### src/rtl/ecid_defs.vh
// constants for the eeprom command and identification block
// assumes a byte-wide register port and a 64-byte eeprom array
`ifndef ECID_DEFS_VH
`define ECID_DEFS_VH

// ========================================
// register offsets
`define ECID_ADDR_BYTE_POINTER 8'h25
`define ECID_ADDR_BYTE_BUFFER 8'h26
`define ECID_ADDR_COMMAND_CODE 8'h27
`define ECID_ADDR_IDENTIFICATION 8'h28
`define ECID_ADDR_CFG_RESERVED 8'h2B
`define ECID_ADDR_CFG_FIRST 8'h30
`define ECID_ADDR_CFG_LAST 8'h37
`define ECID_ADDR_USER_LAST 8'h2A

// ========================================
// command codes
`define ECID_CMD_IDLE 8'h00
`define ECID_CMD_UPDATE_ALL 8'h11
`define ECID_CMD_REFRESH_ALL 8'h12
`define ECID_CMD_WRITE_ONE 8'h21
`define ECID_CMD_READ_ONE 8'h22

// ========================================
// mirror walk and storage
`define ECID_CFG_COUNT 9
`define ECID_IDX_RESERVED 4'h0
`define ECID_IDX_FIRST_RW 4'h1
`define ECID_IDX_LAST 4'h8
`define ECID_NVM_DEPTH 64
`define ECID_NVM_BLANK 8'hFF
`define ECID_RESET_BYTE 8'h00

// ========================================
// identification fields, values arbitrary
`define ECID_HW_REV_NIBBLE 4'h1
`define ECID_VERSION_NIBBLE 4'h2

`endif

### src/rtl/ecid_nvm.v
// eeprom cell array held in flip-flops
// assumes one writer and one combinational reader on the same clock
`timescale 1ns/1ps
`include "ecid_defs.vh"

module ecid_nvm (
  input wire clk,
  input wire rst,
  input wire wr_en,
  input wire [5:0] wr_addr,
  input wire [7:0] wr_data,
  input wire [5:0] rd_addr,
  output wire [7:0] rd_data
);

  reg [7:0] cell_q [0:`ECID_NVM_DEPTH-1];
  integer i;

  // cells come up erased, then take single-byte writes
  always @(posedge clk) begin
    if (rst) begin
      for (i = 0; i < `ECID_NVM_DEPTH; i = i + 1) begin
        cell_q[i] <= `ECID_NVM_BLANK;
      end
    end else if (wr_en) begin
      cell_q[wr_addr] <= wr_data;
    end
  end

  // read is combinational from the array
  assign rd_data = cell_q[rd_addr];

endmodule

### src/rtl/ecid_top.v
// eeprom command engine, configuration mirror and identification register
// assumes a synchronous byte-wide register port driven from SYS_CLK logic
`timescale 1ns/1ps
`include "ecid_defs.vh"

module ecid_top (
  input wire SYS_CLK,
  input wire RESET,
  input wire [7:0] REG_ADDR,
  input wire [7:0] REG_WDATA,
  input wire REG_WR,
  input wire REG_RD,
  output reg [7:0] REG_RDATA,
  output reg BUSY
);

  // ========================================
  // states
  localparam ST_IDLE = 2'b00;
  localparam ST_REFRESH = 2'b01;
  localparam ST_UPDATE = 2'b10;
  localparam ST_ONE = 2'b11;

  // ========================================
  // helper functions

  // eeprom address of a mirror index
  function [5:0] cfg_addr;
    input [3:0] idx;
    reg [7:0] full;
    begin
      if (idx == `ECID_IDX_RESERVED) begin
        full = `ECID_ADDR_CFG_RESERVED;
      end else begin
        full = `ECID_ADDR_CFG_FIRST + {4'h0, idx} - {4'h0, `ECID_IDX_FIRST_RW};
      end
      cfg_addr = full[5:0]; // eeprom array spans 64 bytes, upper bits are always zero
    end
  endfunction

  // true when the address is one of the mirrored bytes
  function is_cfg;
    input [7:0] addr;
    begin
      is_cfg = (addr == `ECID_ADDR_CFG_RESERVED) ||
               (addr >= `ECID_ADDR_CFG_FIRST && addr <= `ECID_ADDR_CFG_LAST);
    end
  endfunction

  // mirror index of a mirrored address
  function [3:0] cfg_idx;
    input [7:0] addr;
    reg [7:0] diff;
    begin
      diff = addr - `ECID_ADDR_CFG_FIRST + {4'h0, `ECID_IDX_FIRST_RW};
      if (addr == `ECID_ADDR_CFG_RESERVED) begin
        cfg_idx = `ECID_IDX_RESERVED;
      end else begin
        cfg_idx = diff[3:0];
      end
    end
  endfunction

  // ========================================
  // state
  reg [1:0] state_q;
  reg [3:0] idx_q;
  reg [7:0] cmd_q;
  reg [7:0] ptr_q;
  reg [7:0] buf_q;
  reg [7:0] mirror_q [0:`ECID_CFG_COUNT-1];
  integer k;

  wire [7:0] nvm_rd_data;
  wire [5:0] nvm_rd_addr;
  reg nvm_wr_en;
  reg [5:0] nvm_wr_addr;
  reg [7:0] nvm_wr_data;

  // pointer range accepted by the single-byte commands
  wire ptr_ok = (ptr_q <= `ECID_ADDR_USER_LAST) ||
                (ptr_q >= `ECID_ADDR_CFG_FIRST && ptr_q <= `ECID_ADDR_CFG_LAST);
  wire host_wr = REG_WR && (state_q == ST_IDLE);

  // ========================================
  // eeprom array
  ecid_nvm ecid_nvm_inst (
    .clk(SYS_CLK),
    .rst(RESET),
    .wr_en(nvm_wr_en),
    .wr_addr(nvm_wr_addr),
    .wr_data(nvm_wr_data),
    .rd_addr(nvm_rd_addr),
    .rd_data(nvm_rd_data)
  );

  // refresh walks the mirror set, otherwise the pointer selects
  assign nvm_rd_addr = (state_q == ST_REFRESH) ? cfg_addr(idx_q) : ptr_q[5:0];

  // eeprom write port: mirror store or buffer store
  always @* begin
    nvm_wr_en = 1'b0;
    nvm_wr_addr = ptr_q[5:0];
    nvm_wr_data = buf_q;
    if (state_q == ST_UPDATE) begin
      nvm_wr_en = 1'b1;
      nvm_wr_addr = cfg_addr(idx_q);
      nvm_wr_data = mirror_q[idx_q];
    end else if (state_q == ST_ONE && cmd_q == `ECID_CMD_WRITE_ONE) begin
      nvm_wr_en = 1'b1;
    end
  end

  // ========================================
  // command engine and register writes
  always @(posedge SYS_CLK) begin
    if (RESET) begin
      state_q <= ST_REFRESH;
      idx_q <= `ECID_IDX_RESERVED;
      BUSY <= 1'b1;
      cmd_q <= `ECID_CMD_IDLE;
      ptr_q <= `ECID_RESET_BYTE;
      buf_q <= `ECID_RESET_BYTE;
      for (k = 0; k < `ECID_CFG_COUNT; k = k + 1) begin
        mirror_q[k] <= `ECID_RESET_BYTE;
      end
    end else begin
      case (state_q)
        ST_IDLE: begin
          if (host_wr) begin
            if (REG_ADDR == `ECID_ADDR_BYTE_POINTER) begin
              ptr_q <= REG_WDATA;
            end else if (REG_ADDR == `ECID_ADDR_BYTE_BUFFER) begin
              buf_q <= REG_WDATA;
            end else if (is_cfg(REG_ADDR)) begin
              mirror_q[cfg_idx(REG_ADDR)] <= REG_WDATA;
            end else if (REG_ADDR == `ECID_ADDR_COMMAND_CODE) begin
              cmd_q <= REG_WDATA;
              if (REG_WDATA == `ECID_CMD_REFRESH_ALL) begin
                state_q <= ST_REFRESH;
                idx_q <= `ECID_IDX_RESERVED;
                BUSY <= 1'b1;
              end else if (REG_WDATA == `ECID_CMD_UPDATE_ALL) begin
                state_q <= ST_UPDATE;
                idx_q <= `ECID_IDX_FIRST_RW;
                BUSY <= 1'b1;
              end else if ((REG_WDATA == `ECID_CMD_WRITE_ONE || REG_WDATA == `ECID_CMD_READ_ONE) && ptr_ok) begin
                state_q <= ST_ONE;
                BUSY <= 1'b1;
              end
            end
          end
        end
        ST_REFRESH: begin
          mirror_q[idx_q] <= nvm_rd_data;
          idx_q <= idx_q + 4'h1;
          if (idx_q == `ECID_IDX_LAST) begin
            state_q <= ST_IDLE;
            idx_q <= `ECID_IDX_RESERVED;
            BUSY <= 1'b0;
          end
        end
        ST_UPDATE: begin
          idx_q <= idx_q + 4'h1;
          if (idx_q == `ECID_IDX_LAST) begin
            state_q <= ST_IDLE;
            idx_q <= `ECID_IDX_RESERVED;
            BUSY <= 1'b0;
          end
        end
        default: begin
          if (cmd_q == `ECID_CMD_READ_ONE) begin
            buf_q <= nvm_rd_data;
          end
          state_q <= ST_IDLE;
          BUSY <= 1'b0;
        end
      endcase
    end
  end

  // ========================================
  // register read, one cycle after the strobe
  always @(posedge SYS_CLK) begin
    if (RESET) begin
      REG_RDATA <= `ECID_RESET_BYTE;
    end else if (REG_RD) begin
      if (REG_ADDR == `ECID_ADDR_BYTE_POINTER) begin
        REG_RDATA <= ptr_q;
      end else if (REG_ADDR == `ECID_ADDR_BYTE_BUFFER) begin
        REG_RDATA <= buf_q;
      end else if (REG_ADDR == `ECID_ADDR_COMMAND_CODE) begin
        REG_RDATA <= cmd_q;
      end else if (REG_ADDR == `ECID_ADDR_IDENTIFICATION) begin
        REG_RDATA <= {`ECID_HW_REV_NIBBLE, `ECID_VERSION_NIBBLE};
      end else if (is_cfg(REG_ADDR)) begin
        REG_RDATA <= mirror_q[cfg_idx(REG_ADDR)];
      end else begin
        REG_RDATA <= `ECID_RESET_BYTE; // unmapped reads zero
      end
    end
  end

endmodule

### config.mk
export PLATFORM = sky130hd
export DESIGN_NAME = ecid_top
export DESIGN_NICKNAME = d
export VERILOG_FILES = /design/src/rtl/ecid_nvm.v /design/src/rtl/ecid_top.v
export VERILOG_INCLUDE_DIRS = /design/src /design/src/rtl
export SDC_FILE = /design/constraint.sdc
export NUM_CORES = 1
export LEC_CHECK = 0
export BUFFER_PORTS_ARGS = -buffer_cell sky130_fd_sc_hd__buf_2
export CORE_MARGIN = 3
export CORE_UTILIZATION = 35
export CTS_CLUSTER_SIZE = 24
export DETAILED_ROUTE_END_ITERATION = 6
export GPL_TIMING_DRIVEN = 1
export PLACE_DENSITY_LB_ADDON = 0.1
export SYNTH_ARGS = -nofsm -noshare
export SYNTH_HDL_FRONTEND = slang
export SYNTH_HIERARCHICAL = 1
export SYNTH_SLANG_ARGS = --single-unit
### constraint.sdc
create_clock -name SYS_CLK -period 5.3 [get_ports SYS_CLK]
set_clock_uncertainty 0.1 [all_clocks]
set_input_delay 0.265 -clock SYS_CLK [delete_from_list [all_inputs] [get_ports SYS_CLK]]
set_output_delay 0.265 -clock SYS_CLK [all_outputs]
set_load 0.02 [all_outputs]
# ---- Word level (Yosys, flattened, before mapping)
# Memories as Yosys holds them, arrays and structs flattened. A register that Yosys moved wholly into a read port is not among the register bits.
# Cells that the tools add are included.
dict set report totals {
  mem_bits_rw 584
  output_inout_bits 9
  in_bits 20
  reg_bits 39
  n_memories 2
}
dict set report classes {
  mux 84
  eq_ne 24
  add_sub_neg 5
  reduce_logical 21
  n_bitwise 4
  order_cmp 5
}
# name depth width read_ports rd_ports_with_merged_regs write_ports line
set mem_list {}
lappend mem_list {ecid_nvm_inst.cell_q 64 8 1 0 64 ecid_nvm.v:16} ;# reg [7:0] cell_q [0:`ECID_NVM_DEPTH-1];
lappend mem_list {mirror_q 9 8 2 1 9 ecid_top.v:71} ;# reg [7:0] mirror_q [0:`ECID_CFG_COUNT-1];
# cell n
set op_table {}
lappend op_table {{$mux W8} 13}
lappend op_table {{$mux W4} 25}
lappend op_table {{$eq A8 B6 Y1 const B} 9}
lappend op_table {{$mux W1} 29}
lappend op_table {{$le A8 B6 Y1 const B} 3}
lappend op_table {{$mux W6} 4}
lappend op_table {{$reduce_or A8 Y1} 3}
lappend op_table {{$mux W2} 9}
lappend op_table {{$eq A8 B5 Y1 const B} 2}
lappend op_table {{$ge A8 B6 Y1 const B} 2}
lappend op_table {{$pmux W8 S2} 1}
lappend op_table {{$reduce_and A7 Y1} 2}
lappend op_table {{$add A4 B1 Y4 const B} 2}
lappend op_table {{$ne A2 B2 Y1 const B} 4}
lappend op_table {{$pmux W4 S2} 1}
lappend op_table {{$add A6 B4 Y6 const A} 1}
lappend op_table {{$ne A2 B1 Y1 const B} 3}
lappend op_table {{$reduce_and A6 Y1} 1}
lappend op_table {{$sub A6 B1 Y6 const B} 1}
lappend op_table {{$logic_and A1 B1 Y1} 5}
lappend op_table {{$reduce_and A5 Y1} 1}
lappend op_table {{$eq A2 B2 Y1 const B} 2}
lappend op_table {{$eq A4 B4 Y1 const B} 1}
lappend op_table {{$logic_not A4 Y1} 1}
lappend op_table {{other kinds (12)} 18}

# ---- Longest topological paths before layout
# Gate-level depths: netlist (run 1).
# An unclocked memory read counts as a cell.
dict set report depth {
  word_depth 16
  ltp_mapped 14
  mapped_depth_nobuf 12
}

# ---- Modules after synthesis
# Netlist (run 1), hierarchy kept.
# module seq_area_each_um2 area_each_um2 instances cells_each
set modules_own_cells {}
lappend modules_own_cells {ecid_nvm 15374.7 23984.3 1 1590}
lappend modules_own_cells {ecid_top 4704.5 9308.9 1 786}

# ---- Worst setup path before layout (run 1)
# Ideal clock, no wire load.
dict set report synth_timing {
  path_type {register to register}
  start {register idx_q[0]}
  end {memory mirror_q[10][7], data pin}
  slack_ps 1485
  path_buffers 3
  stages_incl_launch_ff 15
  t_arrival_ps 3413
  setup_time_ps 302
  synth_period_minus_slack_ps 3815
  t_required_ps 4898
  cell_sequence {dfxtp_1 inv_1 ha_1 nor3b_1 nor2_1 a21oi_1 buf_4 buf_6 buf_2 mux4_2 mux2_2 o21ai_0 o22ai_1 mux2i_1 inv_1}
}
# item line
set synth_lines {}
lappend synth_lines {{start: declaration} ecid_top.v:67} ;# reg [3:0] idx_q;
lappend synth_lines {{start signal: assignment} ecid_top.v:119} ;# idx_q <= `ECID_IDX_RESERVED;
lappend synth_lines {{start signal: assignment} ecid_top.v:141} ;# idx_q <= `ECID_IDX_RESERVED;
lappend synth_lines {{start signal: assignment} ecid_top.v:145} ;# idx_q <= `ECID_IDX_FIRST_RW;
lappend synth_lines {{end: declaration} ecid_top.v:71}

==> results of run 1 <==
==> state kept, by name (all words and copies together) (netlist names), named ones only <==
register / cells
BUSY: 1
REG_RDATA: 8
buf_q: 8
cmd_q: 8
ecid_nvm_inst/cell_q: 512
idx_q: 4
mirror_q: 128
ptr_q: 8
state_q: 2
==> cells in the mapped netlist, drive strengths merged, types with 6 or more instances <==
| cell type | n | area [um2] |
|---|---|---|
| a211oi | 26 | 205 |
| a21oi | 52 | 275 |
| a22o | 6 | 52.6 |
| a22oi | 11 | 82.6 |
| a31oi | 13 | 81.3 |
| and2 | 12 | 75.1 |
| and3b | 6 | 52.6 |
| buf | 57 | 322 |
| clkbuf | 160 | 601 |
| dfxtp | 43 | 861 |
| edfxtp | 640 | 19200 |
| ha | 10 | 125 |
| inv | 22 | 82.6 |
| mux2 | 31 | 353 |
| mux2i | 96 | 961 |
| mux4 | 171 | 3870 |
| nand2 | 91 | 364 |
| nand2b | 48 | 300 |
| nand3 | 13 | 77.6 |
| nand3b | 8 | 60.1 |
| nor2 | 151 | 591 |
| nor2b | 25 | 156 |
| nor3 | 9 | 55.1 |
| nor3b | 11 | 92.6 |
| o21ai | 28 | 140 |
| o21bai | 32 | 240 |
| o221ai | 19 | 166 |
| o22ai | 12 | 75.1 |
| or2 | 263 | 1650 |
| or3 | 251 | 1570 |
| or3b | 6 | 52.6 |
==> worst max-delay path: cells and delay by family (launching register included) <==
kind	cells	cell delay (ns)
muxes	3	1.08
adders and majority gates	1	0.24
and+or+nand+nor	2	0.29
AOI/OAI and AO/OA	3	1.46
DFF	1	0.38
buffers and inverters	5	0.89
==> final timing paths <==
check	slack, ns	to	cells after the start
min	0.05	REG_RDATA[4]	4
max reg2reg	0.56	mirror_q[9][6]	14
max	0.56	mirror_q[9][6]	14
min reg2reg	0.43	BUSY	2
==> metrics by stage <==
stage / setup WS (ns) / instance area [um2] / power [mW]
after floorplan: 1.49 / 33300 / 9.34
after global placement: 0.531 / 35000 / 10.9
after detailed placement: 0.563 / 35000 / 11.0
after CTS: 0.518 / 37500 / 16.1
after global routing: 0.323 / 37500 / 16.6
final: 0.556 / 37500 / 15.9
==> layer usage <==
metal,part of all wire,global-route usage
met4,0.023,0.0527
met2,0.48,0.332
met1,0.45,0.289
met3,0.044,0.0263
met5,0,0
==> report_power, final <==
part | switching (mW) | leakage [nW] | internal, mW
combinational | 2.83 | 4.14 | 1.74
clock | 2.18 | 1.16 | 2.96
sequential | 0.102 | 5.06 | 6.12
==> layout make-up <==
class,instances,area (um2),share of cell area
clock buffers,100,2080,0.0554
flip-flops and latches,683,20100,0.536
well taps,1254,1570,0.0419
diodes,2,5.00,0.000134
multi-input cells,1454,12300,0.328
inverters,22,82.6,0.00220
clock inverters,41,303,0.00808
repair buffers,132,1060,0.0283
==> placed cells by master, fill, tap and decap left out, types with 11 or more instances in the layout <==
cell type / Yosys / final
or2_2: 257 / 258
nor2b_1: 25 / 25
or3_1: 251 / 251
nand2b_1: 48 / 48
nor2_1: 149 / 149
clkinv_1: 0 / 22
nand3_1: 12 / 11
o21ai_0: 28 / 28
o21bai_1: 32 / 32
a21oi_1: 50 / 45
buf_2: 20 / 27
edfxtp_1: 640 / 640
mux2i_1: 96 / 96
o22ai_1: 12 / 12
buf_4: 7 / 86
clkbuf_1: 160 / 20
inv_1: 22 / 22
dfxtp_1: 43 / 42
a211oi_1: 24 / 24
a31oi_1: 13 / 13
and2_1: 12 / 12
o221ai_1: 19 / 19
mux4_2: 165 / 165
mux2_2: 30 / 30
clkbuf_16: 0 / 80
nand2_1: 82 / 81
a22oi_1: 11 / 11
==> what timing repair did <==
item	4_1_cts	5_1_grt
setup endpoints to repair	0	0
setup buffers	0	0
hold buffers	10	0
hold endpoints to repair	25	0
==> cells by family (layout without fill, tap and decap cells) <==
| family | count (synthesis) | after routing |
|---|---|---|
| xor+xnor | 2 | 2 |
| compound gates | 238 | 238 |
| flops | 683 | 683 |
| fa+ha+maj | 10 | 10 |
| buf+inv | 239 | 295 |
| simple gates | 906 | 906 |
| mux | 298 | 298 |
| other cells | 0 | 2 |
==> metrics.yaml, run 1 <==
timing:
  drv_slew: 0
  finalSetupViolCount: 0
  worstMarginPinSlew_ns: 1.32
  rsz0062_at_grt: "no"
  slew_headroom: 0.122
  fin_crit_ns: 4.74
  final_hold_viol_count: 0
  whs_ns: 0.0518
  fmaxAchievable_ghz: 0.211
  fin_crit_sh: 0.895
  setup_tns_ns: 0
die:
  dieArea_um2: 98900
  start_util: 0.355
  die_x_um: 314
  die_h_um: 314
  io_pins: 29
  rows: 112
  fp.coreArea_um2: 93900
clock_tree:
  cts_sinks: 683
  htreeDepth: 3
  cts_tree: "yes"
  cts_buffers: 79
  ctsResizeCount: 0
  path_clk_slew_ns: 0.06
  clk_latency_ns: 0.64
  ctsRootBufferMaster: "clkbuf_16"
  cts.path.max_buffers: 3
yosys:
  synth_warnings: 6
  async_flop_share: 0
  mappedNetlistArea_um2: 33300
  synth_ff_type: "edfxtp_1"
  synth_xor_area_frac: 0.000526
  synth_nets: 2406
  synth_cells: 2376
  ys_seq_area_frac: 0.603
  synth-edff-count: 640
  ys_seq_elements: 683
  synth_cell_types: 79
  synth_mux_area_frac: 0.156
  synth-adder-area-share: 0.00376
  synth-simple-area-share: 0.156
  synth_top_family_by_area: "simple AND/OR/NAND/NOR gates"
  synth_compound_area_frac: 0.0502
  avgSynthCellArea_um2: 14.0
job:
  maxCapViolCount: 0
cells_and_area:
  fillers: 8694
  drive_above_1_share: 0.296
  fin_nets: 2402
  stdcell_count: 3688
  fin_util: 0.399
  syn_to_final_growth_pct: 12.5
detailed_routing:
  drcViolationCount: 0
  routed_wl_um: 101000
  antenna_left: 0
  routed-via-count: 20300
  drtIter0Drc: 1822
  detail_route.wl_per_cell_um: 27.3
  vias_per_cell: 5.50
  dr.pass1.iters: 7
worst_setup_path:
  critPathKind: "reg -> reg"
  required_ns: 5.55
  cp_cell_sequence: "inv_1 -> ha_1 -> nor3b_1 -> buf_4 -> nor2_1 -> a21oi_4 -> buf_12 -> mux4_2 -> mux2_2 -> a211oi_1 -> o2bb2ai_1 -> mux2i_1 -> buf_4 -> inv_1"
  reg2reg_from: "idx_q[0]"
  worst_path_max_delay_cell: "a211oi_1"
  arrival_ns: 5.00
  crit_path_start: "idx_q[0]"
  slowest_delay_ns: 0.85
  crit_fanout: 26
  cp-start-kind: "register"
  end_kind: "register"
global_route:
  grt.overflow.total: 0
  grt_pass1_wl_um: 148000
  grt_pass1_vias: 20600
  grt_use_total: 0.204
  antenna_found_initial: 5
  grt_max_degree: 73
place:
  dp_hpwl_um: 65500
  post-place-cells: 3535
  io_buffer_count: 28
  place_congestion: 0.829
pwr:
  p_per_area_nw_per_um2: 425
  ir_drop_mv: 0.508
  leakagePower_nw: 10.4
status:
  outcome: "complete, no violations"
min_path:
  worstHoldPathType: "in -> reg"
  min-delay-start: "REG_RD"
(Power assumes the default switching activity.)
==> run 2, diff against run 1 <==
--- a/config.mk
+++ b/config.mk
@@ -9,6 +9,7 @@
 export BUFFER_PORTS_ARGS = -buffer_cell sky130_fd_sc_hd__buf_2
 export CORE_MARGIN = 3
 export CORE_UTILIZATION = 35
+export CTS_BUF_LIST = sky130_fd_sc_hd__clkbuf_2 sky130_fd_sc_hd__clkbuf_4 sky130_fd_sc_hd__clkbuf_8
 export CTS_CLUSTER_SIZE = 24
 export DETAILED_ROUTE_END_ITERATION = 6
 export GPL_TIMING_DRIVEN = 1
==> metrics.yaml, run 2 (same netlist as run 1, synthesis figures left out) <==
worst_setup_path:
  end_kind: "register"
  crit_path_start: "idx_q[0]"
  critPathBufInv: 5
  reg2reg_from: "idx_q[0]"
  reg2reg_to: "mirror_q[9][6]"
  worst_path_max_delay_cell: "a211oi_1"
  critPathKind: "reg -> reg"
  crit_end: "mirror_q[9][6]"
  slowest_delay_ns: 0.88
  required_ns: 5.68
  cp-start-kind: "register"
  crit_family: "compound AO/OA/AOI/OAI gates"
  r2r_setup_slack_ns: 0.53
  crit_fanout: 26
  reg2regPathDepth: 14
  arrival_ns: 5.16
  cp_cell_sequence: "inv_1 -> ha_1 -> nor3b_1 -> buf_4 -> nor2_1 -> a21oi_4 -> buf_12 -> mux4_2 -> mux2_2 -> a211oi_1 -> o2bb2ai_1 -> mux2i_1 -> buf_4 -> inv_1"
  crit_cells: 14
clock_tree:
  ctsRootBufferMaster: "clkbuf_8"
  cts_hold_buf: 17
  cts_buffers: 118
  cts_tree: "yes"
  htreeDepth: 3
  ctsResizeCount: 0
  cts.path.max_buffers: 3
  cts_setup_buffers: 0
  path_clk_slew_ns: 0.06
  cts_sinks: 683
  clk_latency_ns: 0.77
timing:
  fmaxAchievable_ghz: 0.209
  rsz0062_at_grt: "no"
  final_hold_viol_count: 0
  setup_tns_ns: 0
  slew_headroom: 0.170
  fin_crit_sh: 0.901
  fin_crit_ns: 4.77
  finalSetupViolCount: 0
  worstMarginPinSlew_ns: 1.25
  drv_slew: 0
global_route:
  grt.overflow.total: 0
  grt_use_total: 0.205
  grt_pass1_vias: 21100
  grt_pass1_wl_um: 149000
  antenna_found_initial: 7
  grt_max_degree: 73
place:
  io_buffer_count: 28
  dp_hpwl_um: 65500
  post-place-cells: 3535
  place_congestion: 0.829
  postPlaceCellArea_um2: 35000
detailed_routing:
  routed-via-count: 20700
  vias_per_cell: 5.50
  antenna_left: 0
  drcViolationCount: 0
  drtIter0Drc: 1854
  dr.pass1.iters: 5
  routed_wl_um: 102000
  detail_route.wl_per_cell_um: 27.0
pwr:
  p_per_area_nw_per_um2: 415
  leakagePower_nw: 10.4
  p_total_mw: 15.5
  ir_drop_mv: 0.500
cells_and_area:
  stdcell_count: 3768
  layout_common_cells: "edfxtp_1 (640), or2_2 (258), or3_1 (251)"
  drive_above_1_share: 0.319
  syn_to_final_growth_pct: 12.4
  fillers: 8767
  fin_area_um2: 37400
  top_regs: "ecid_nvm_inst/cell_q: 512 flops, mirror_q: 128 flops"
  final_common_cell: "edfxtp_1"
  fin_nets: 2448
  fin_util: 0.398
  top_register: "ecid_nvm_inst/cell_q"
  seqCellArea_um2: 20100
  largest_register_ffs: 512
  multi_input_area_um2: 12300
die:
  rows: 112
  die_x_um: 314
  io_pins: 29
  die_h_um: 314
  fp.coreArea_um2: 93900
  dieArea_um2: 98900
  start_util: 0.355
job:
  maxCapViolCount: 0
min_path:
  hold_path_depth: 6
  worstHoldPathType: "in -> reg"
status:
  outcome: "complete, no violations"
-- run 2: cell count changes in the layout (fill, tap and decap cells not counted), moves of 2 or more --
| cell | delta |
|---|---|
| clkinv_1 | +10 |
| clkbuf_4 | +42 |
| clkbuf_8 | +119 |
| diode_2 | +2 |
| clkinv_2 | +2 |
| dlygate4sd3_1 | +7 |
| clkbuf_16 | -80 |
| clkbuf_1 | -20 |
-- run 2: worst register-to-register path, stage by stage (launching register included) --
cell and delay [ns]:
dfxtp_1 0.38, inv_1 0.13, ha_1 0.24, nor3b_1 0.21
buf_4 0.17, nor2_1 0.08, a21oi_4 0.22, buf_12 0.26
mux4_2 0.59, mux2_2 0.28, a211oi_1 0.88, o2bb2ai_1 0.39
mux2i_1 0.23, buf_4 0.21, inv_1 0.13
-- run 2: how the worst min path moves through the flow --
| stage | from | slack [ns] | to |
|---|---|---|---|
| finish | REG_ADDR[0] | 0.08 | REG_RDATA[6] |
| detailed placement | cmd_q[5] | 0.41 | cmd_q[5] |
| global placement | cmd_q[4] | 0.41 | cmd_q[4] |
| CTS | REG_ADDR[0] | 0.01 | REG_RDATA[6] |
| global route | REG_WR | 0.08 | cmd_q[5] |
| floorplan | RESET | 0.31 | state_q[0] |
-- run 2: per-stage QoR --
| stage | hold slack (ns) | worst slack (ns) |
|---|---|---|
| after floorplan | 0.308 | 1.49 |
| after detailed placement | 0.407 | 0.563 |
| after CTS | 0.0109 | 0.521 |
| final | 0.0793 | 0.525 |
| after global routing | 0.0809 | 0.334 |
| after global placement | 0.408 | 0.531 |
-- run 2: cell type report --
class / count / area share
Sequential cell: 683 / 0.537
Multi-Input combinational cell: 1454 / 0.328
Antenna cell: 4 / 0.000268
Clock inverter: 51 / 0.00819
Inverter: 22 / 0.00221
Tap cell: 1254 / 0.0419
Clock buffer: 161 / 0.0522
Timing Repair Buffer: 139 / 0.0302
-- run 2: where the power goes --
part	switching [mW]	total [mW]	internal (mW)
Sequential	0.103	6.22	6.12
Clock	2.21	4.72	2.52
Combinational	2.83	4.57	1.74
-- run 2: layer usage --
layer | vias up | GRT usage | wire [um]
li1 | 9152 | - | -
met1 | 10800 | 0.288 | 45100
met2 | 612 | 0.333 | 48500
met3 | 162 | 0.0296 | 5390
met4 | 0 | 0.0588 | 2660
met5 | - | 0 | 0
==> run 3, diff against run 2 <==
--- a/config.mk
+++ b/config.mk
@@ -8,12 +8,13 @@
 export LEC_CHECK = 0
 export BUFFER_PORTS_ARGS = -buffer_cell sky130_fd_sc_hd__buf_2
 export CORE_MARGIN = 3
-export CORE_UTILIZATION = 35
+export CORE_UTILIZATION = 60
 export CTS_BUF_LIST = sky130_fd_sc_hd__clkbuf_2 sky130_fd_sc_hd__clkbuf_4 sky130_fd_sc_hd__clkbuf_8
 export CTS_CLUSTER_SIZE = 24
 export DETAILED_ROUTE_END_ITERATION = 6
 export GPL_TIMING_DRIVEN = 1
 export PLACE_DENSITY_LB_ADDON = 0.1
+export REMOVE_ABC_BUFFERS = 1
 export SYNTH_ARGS = -nofsm -noshare
 export SYNTH_HDL_FRONTEND = slang
 export SYNTH_HIERARCHICAL = 1
==> metrics.yaml, run 3 (same netlist as run 1, synthesis figures left out) <==
die:
  io_pins: 29
  fp.coreArea_um2: 54300
  rows: 85
  dieArea_um2: 58400
  die_x_um: 242
  start_util: 0.613
  die_h_um: 242
detailed_routing:
  antenna_left: 0
  drcViolationCount: 0
  drtIter0Drc: 1968
  dr.pass1.iters: 6
  detail_route.wl_per_cell_um: 27.0
  routed_wl_um: 87300
  vias_per_cell: 6.48
  routed-via-count: 21000
min_path:
  min-delay-start: "REG_ADDR[3]"
  hold_path_depth: 5
  whs_endpoint: "REG_RDATA[1]"
  worstHoldPathType: "in -> reg"
cells_and_area:
  stdcell_count: 3235
  drive_above_1_share: 0.313
  insertedDiodeCount: 0
  seqCellArea_um2: 20100
  top_regs: "ecid_nvm_inst/cell_q: 512 flops, mirror_q: 128 flops"
  fin_area_um2: 36600
  multi_input_area_um2: 12300
  final_common_cell: "edfxtp_1"
  largest_register_ffs: 512
  fin_nets: 2436
  top_register: "ecid_nvm_inst/cell_q"
  fin_util: 0.674
  fillers: 3833
  syn_to_final_growth_pct: 9.94
  layout_common_cells: "edfxtp_1 (640), or2_2 (258), or3_1 (251)"
place:
  io_buffer_count: 28
  postPlaceCellArea_um2: 34200
  dp_hpwl_um: 56100
  place_congestion: 0.936
  post-place-cells: 3012
global_route:
  grt.overflow.total: 0
  grt_pass1_vias: 21000
  grt_use_total: 0.300
  antenna_found_initial: 1
  grt_max_degree: 73
  grt_pass1_wl_um: 132000
clock_tree:
  ctsRootBufferMaster: "clkbuf_8"
  cts_sinks: 683
  path_clk_slew_ns: 0.06
  cts_tree: "yes"
  clk_latency_ns: 0.74
  cts.path.max_buffers: 3
  cts_setup_buffers: 0
  cts_buffers: 111
  htreeDepth: 3
worst_setup_path:
  end_kind: "register"
  cp_cell_sequence: "inv_1 -> ha_1 -> nor3b_1 -> nor2_1 -> a21oi_4 -> buf_12 -> mux4_2 -> mux2i_1 -> a31oi_1 -> a31o_2 -> mux2i_1 -> buf_4 -> nor2_1"
  slowest_delay_ns: 0.60
  crit_fanout: 41
  worst_path_max_delay_cell: "mux4_2"
  r2r_setup_slack_ns: 0.55
  cp-start-kind: "register"
  crit_path_start: "idx_q[0]"
  crit_family: "multiplexers"
  arrival_ns: 5.12
  critPathBufInv: 3
  critPathKind: "reg -> reg"
  reg2reg_from: "idx_q[0]"
  reg2regPathDepth: 13
  reg2reg_to: "mirror_q[2][0]"
  required_ns: 5.67
timing:
  whs_ns: 0.0909
  setup_tns_ns: 0
  slew_headroom: 0.191
  rsz0062_at_grt: "no"
  worstMarginPinSlew_ns: 1.21
  drv_slew: 0
  final_hold_viol_count: 0
  finalSetupViolCount: 0
  fin_crit_ns: 4.75
  fin_crit_sh: 0.897
  fmaxAchievable_ghz: 0.210
pwr:
  ir_drop_mv: 0.263
  p_per_area_nw_per_um2: 414
  leakagePower_nw: 10.3
job:
  maxCapViolCount: 0
status:
  outcome: "complete, no violations"
[run 3: cell types whose count changed in the layout (fill, tap and decap cells not counted)]
cell	before	now
clkbuf_4	42	33
buf_4	86	79
clkbuf_8	119	112
diode_2	4	0
dlygate4sd3_1	17	20
clkinv_1	32	34
clkinv_8	0	2
inv_6	2	4
nor3b_2	0	2
nor3b_4	2	0
buf_12	9	8
clkinv_2	12	13
[run 3: metrics by stage]
stage	total power [mW]	setup slack [ns]
finish	15.2	0.546
global route	15.7	0.310
CTS	15.2	0.557
detailed placement	10.7	0.572
global placement	10.7	0.616
floorplan	8.70	-8.84
[run 3: worst register-to-register path, cell delays in order (launching register included)]
cell	delay (ns)
dfxtp_1	0.37
inv_1	0.12
ha_1	0.23
nor3b_1	0.56
nor2_1	0.20
a21oi_4	0.36
buf_12	0.35
mux4_2	0.66
mux2i_1	0.34
a31oi_1	0.14
a31o_2	0.28
mux2i_1	0.42
buf_4	0.27
nor2_1	0.07
[run 3: layout make-up]
type / instances / area share
flip-flops and latches: 683 / 0.549
multi-input cells: 1454 / 0.335
clock buffers: 145 / 0.0489
repair buffers: 134 / 0.0297
well taps: 739 / 0.0253
clock inverters: 58 / 0.0101
inverters: 22 / 0.00226
[run 3: worst max-delay path by stage]
stage,endpoint,slack [ns],cells after the start
after floorplan,mirror_q[10][3],-8.84,11
after global placement,mirror_q[0][0],0.62,13
after detailed placement,mirror_q[2][0],0.57,13
after CTS,mirror_q[2][0],0.56,13
after global routing,mirror_q[2][0],0.31,13
final,mirror_q[2][0],0.55,13
[run 3: where the power goes]
part	switching, mW	internal, mW	total (mW)
sequential	0.117	6.12	6.23
clock	2.11	2.36	4.47
combinational	2.68	1.78	4.46
total	4.91	10.3	15.2
[run 3: metal layers]
metal	share of wire	wire length, um	global-route usage	vias to the layer above
met5	0.00015	13	0	-
met4	0.038	3360	0.124	2
met3	0.088	7680	0.0565	196
met2	0.48	41700	0.481	1044
met1	0.40	34500	0.409	10600
li1	-	-	-	9131
[run 3: repair_timing]
item | CTS | global route
hold buffers | 20 | 0
gates resized for setup | 0 | 0
endpoints found under the hold margin | 39 | 0
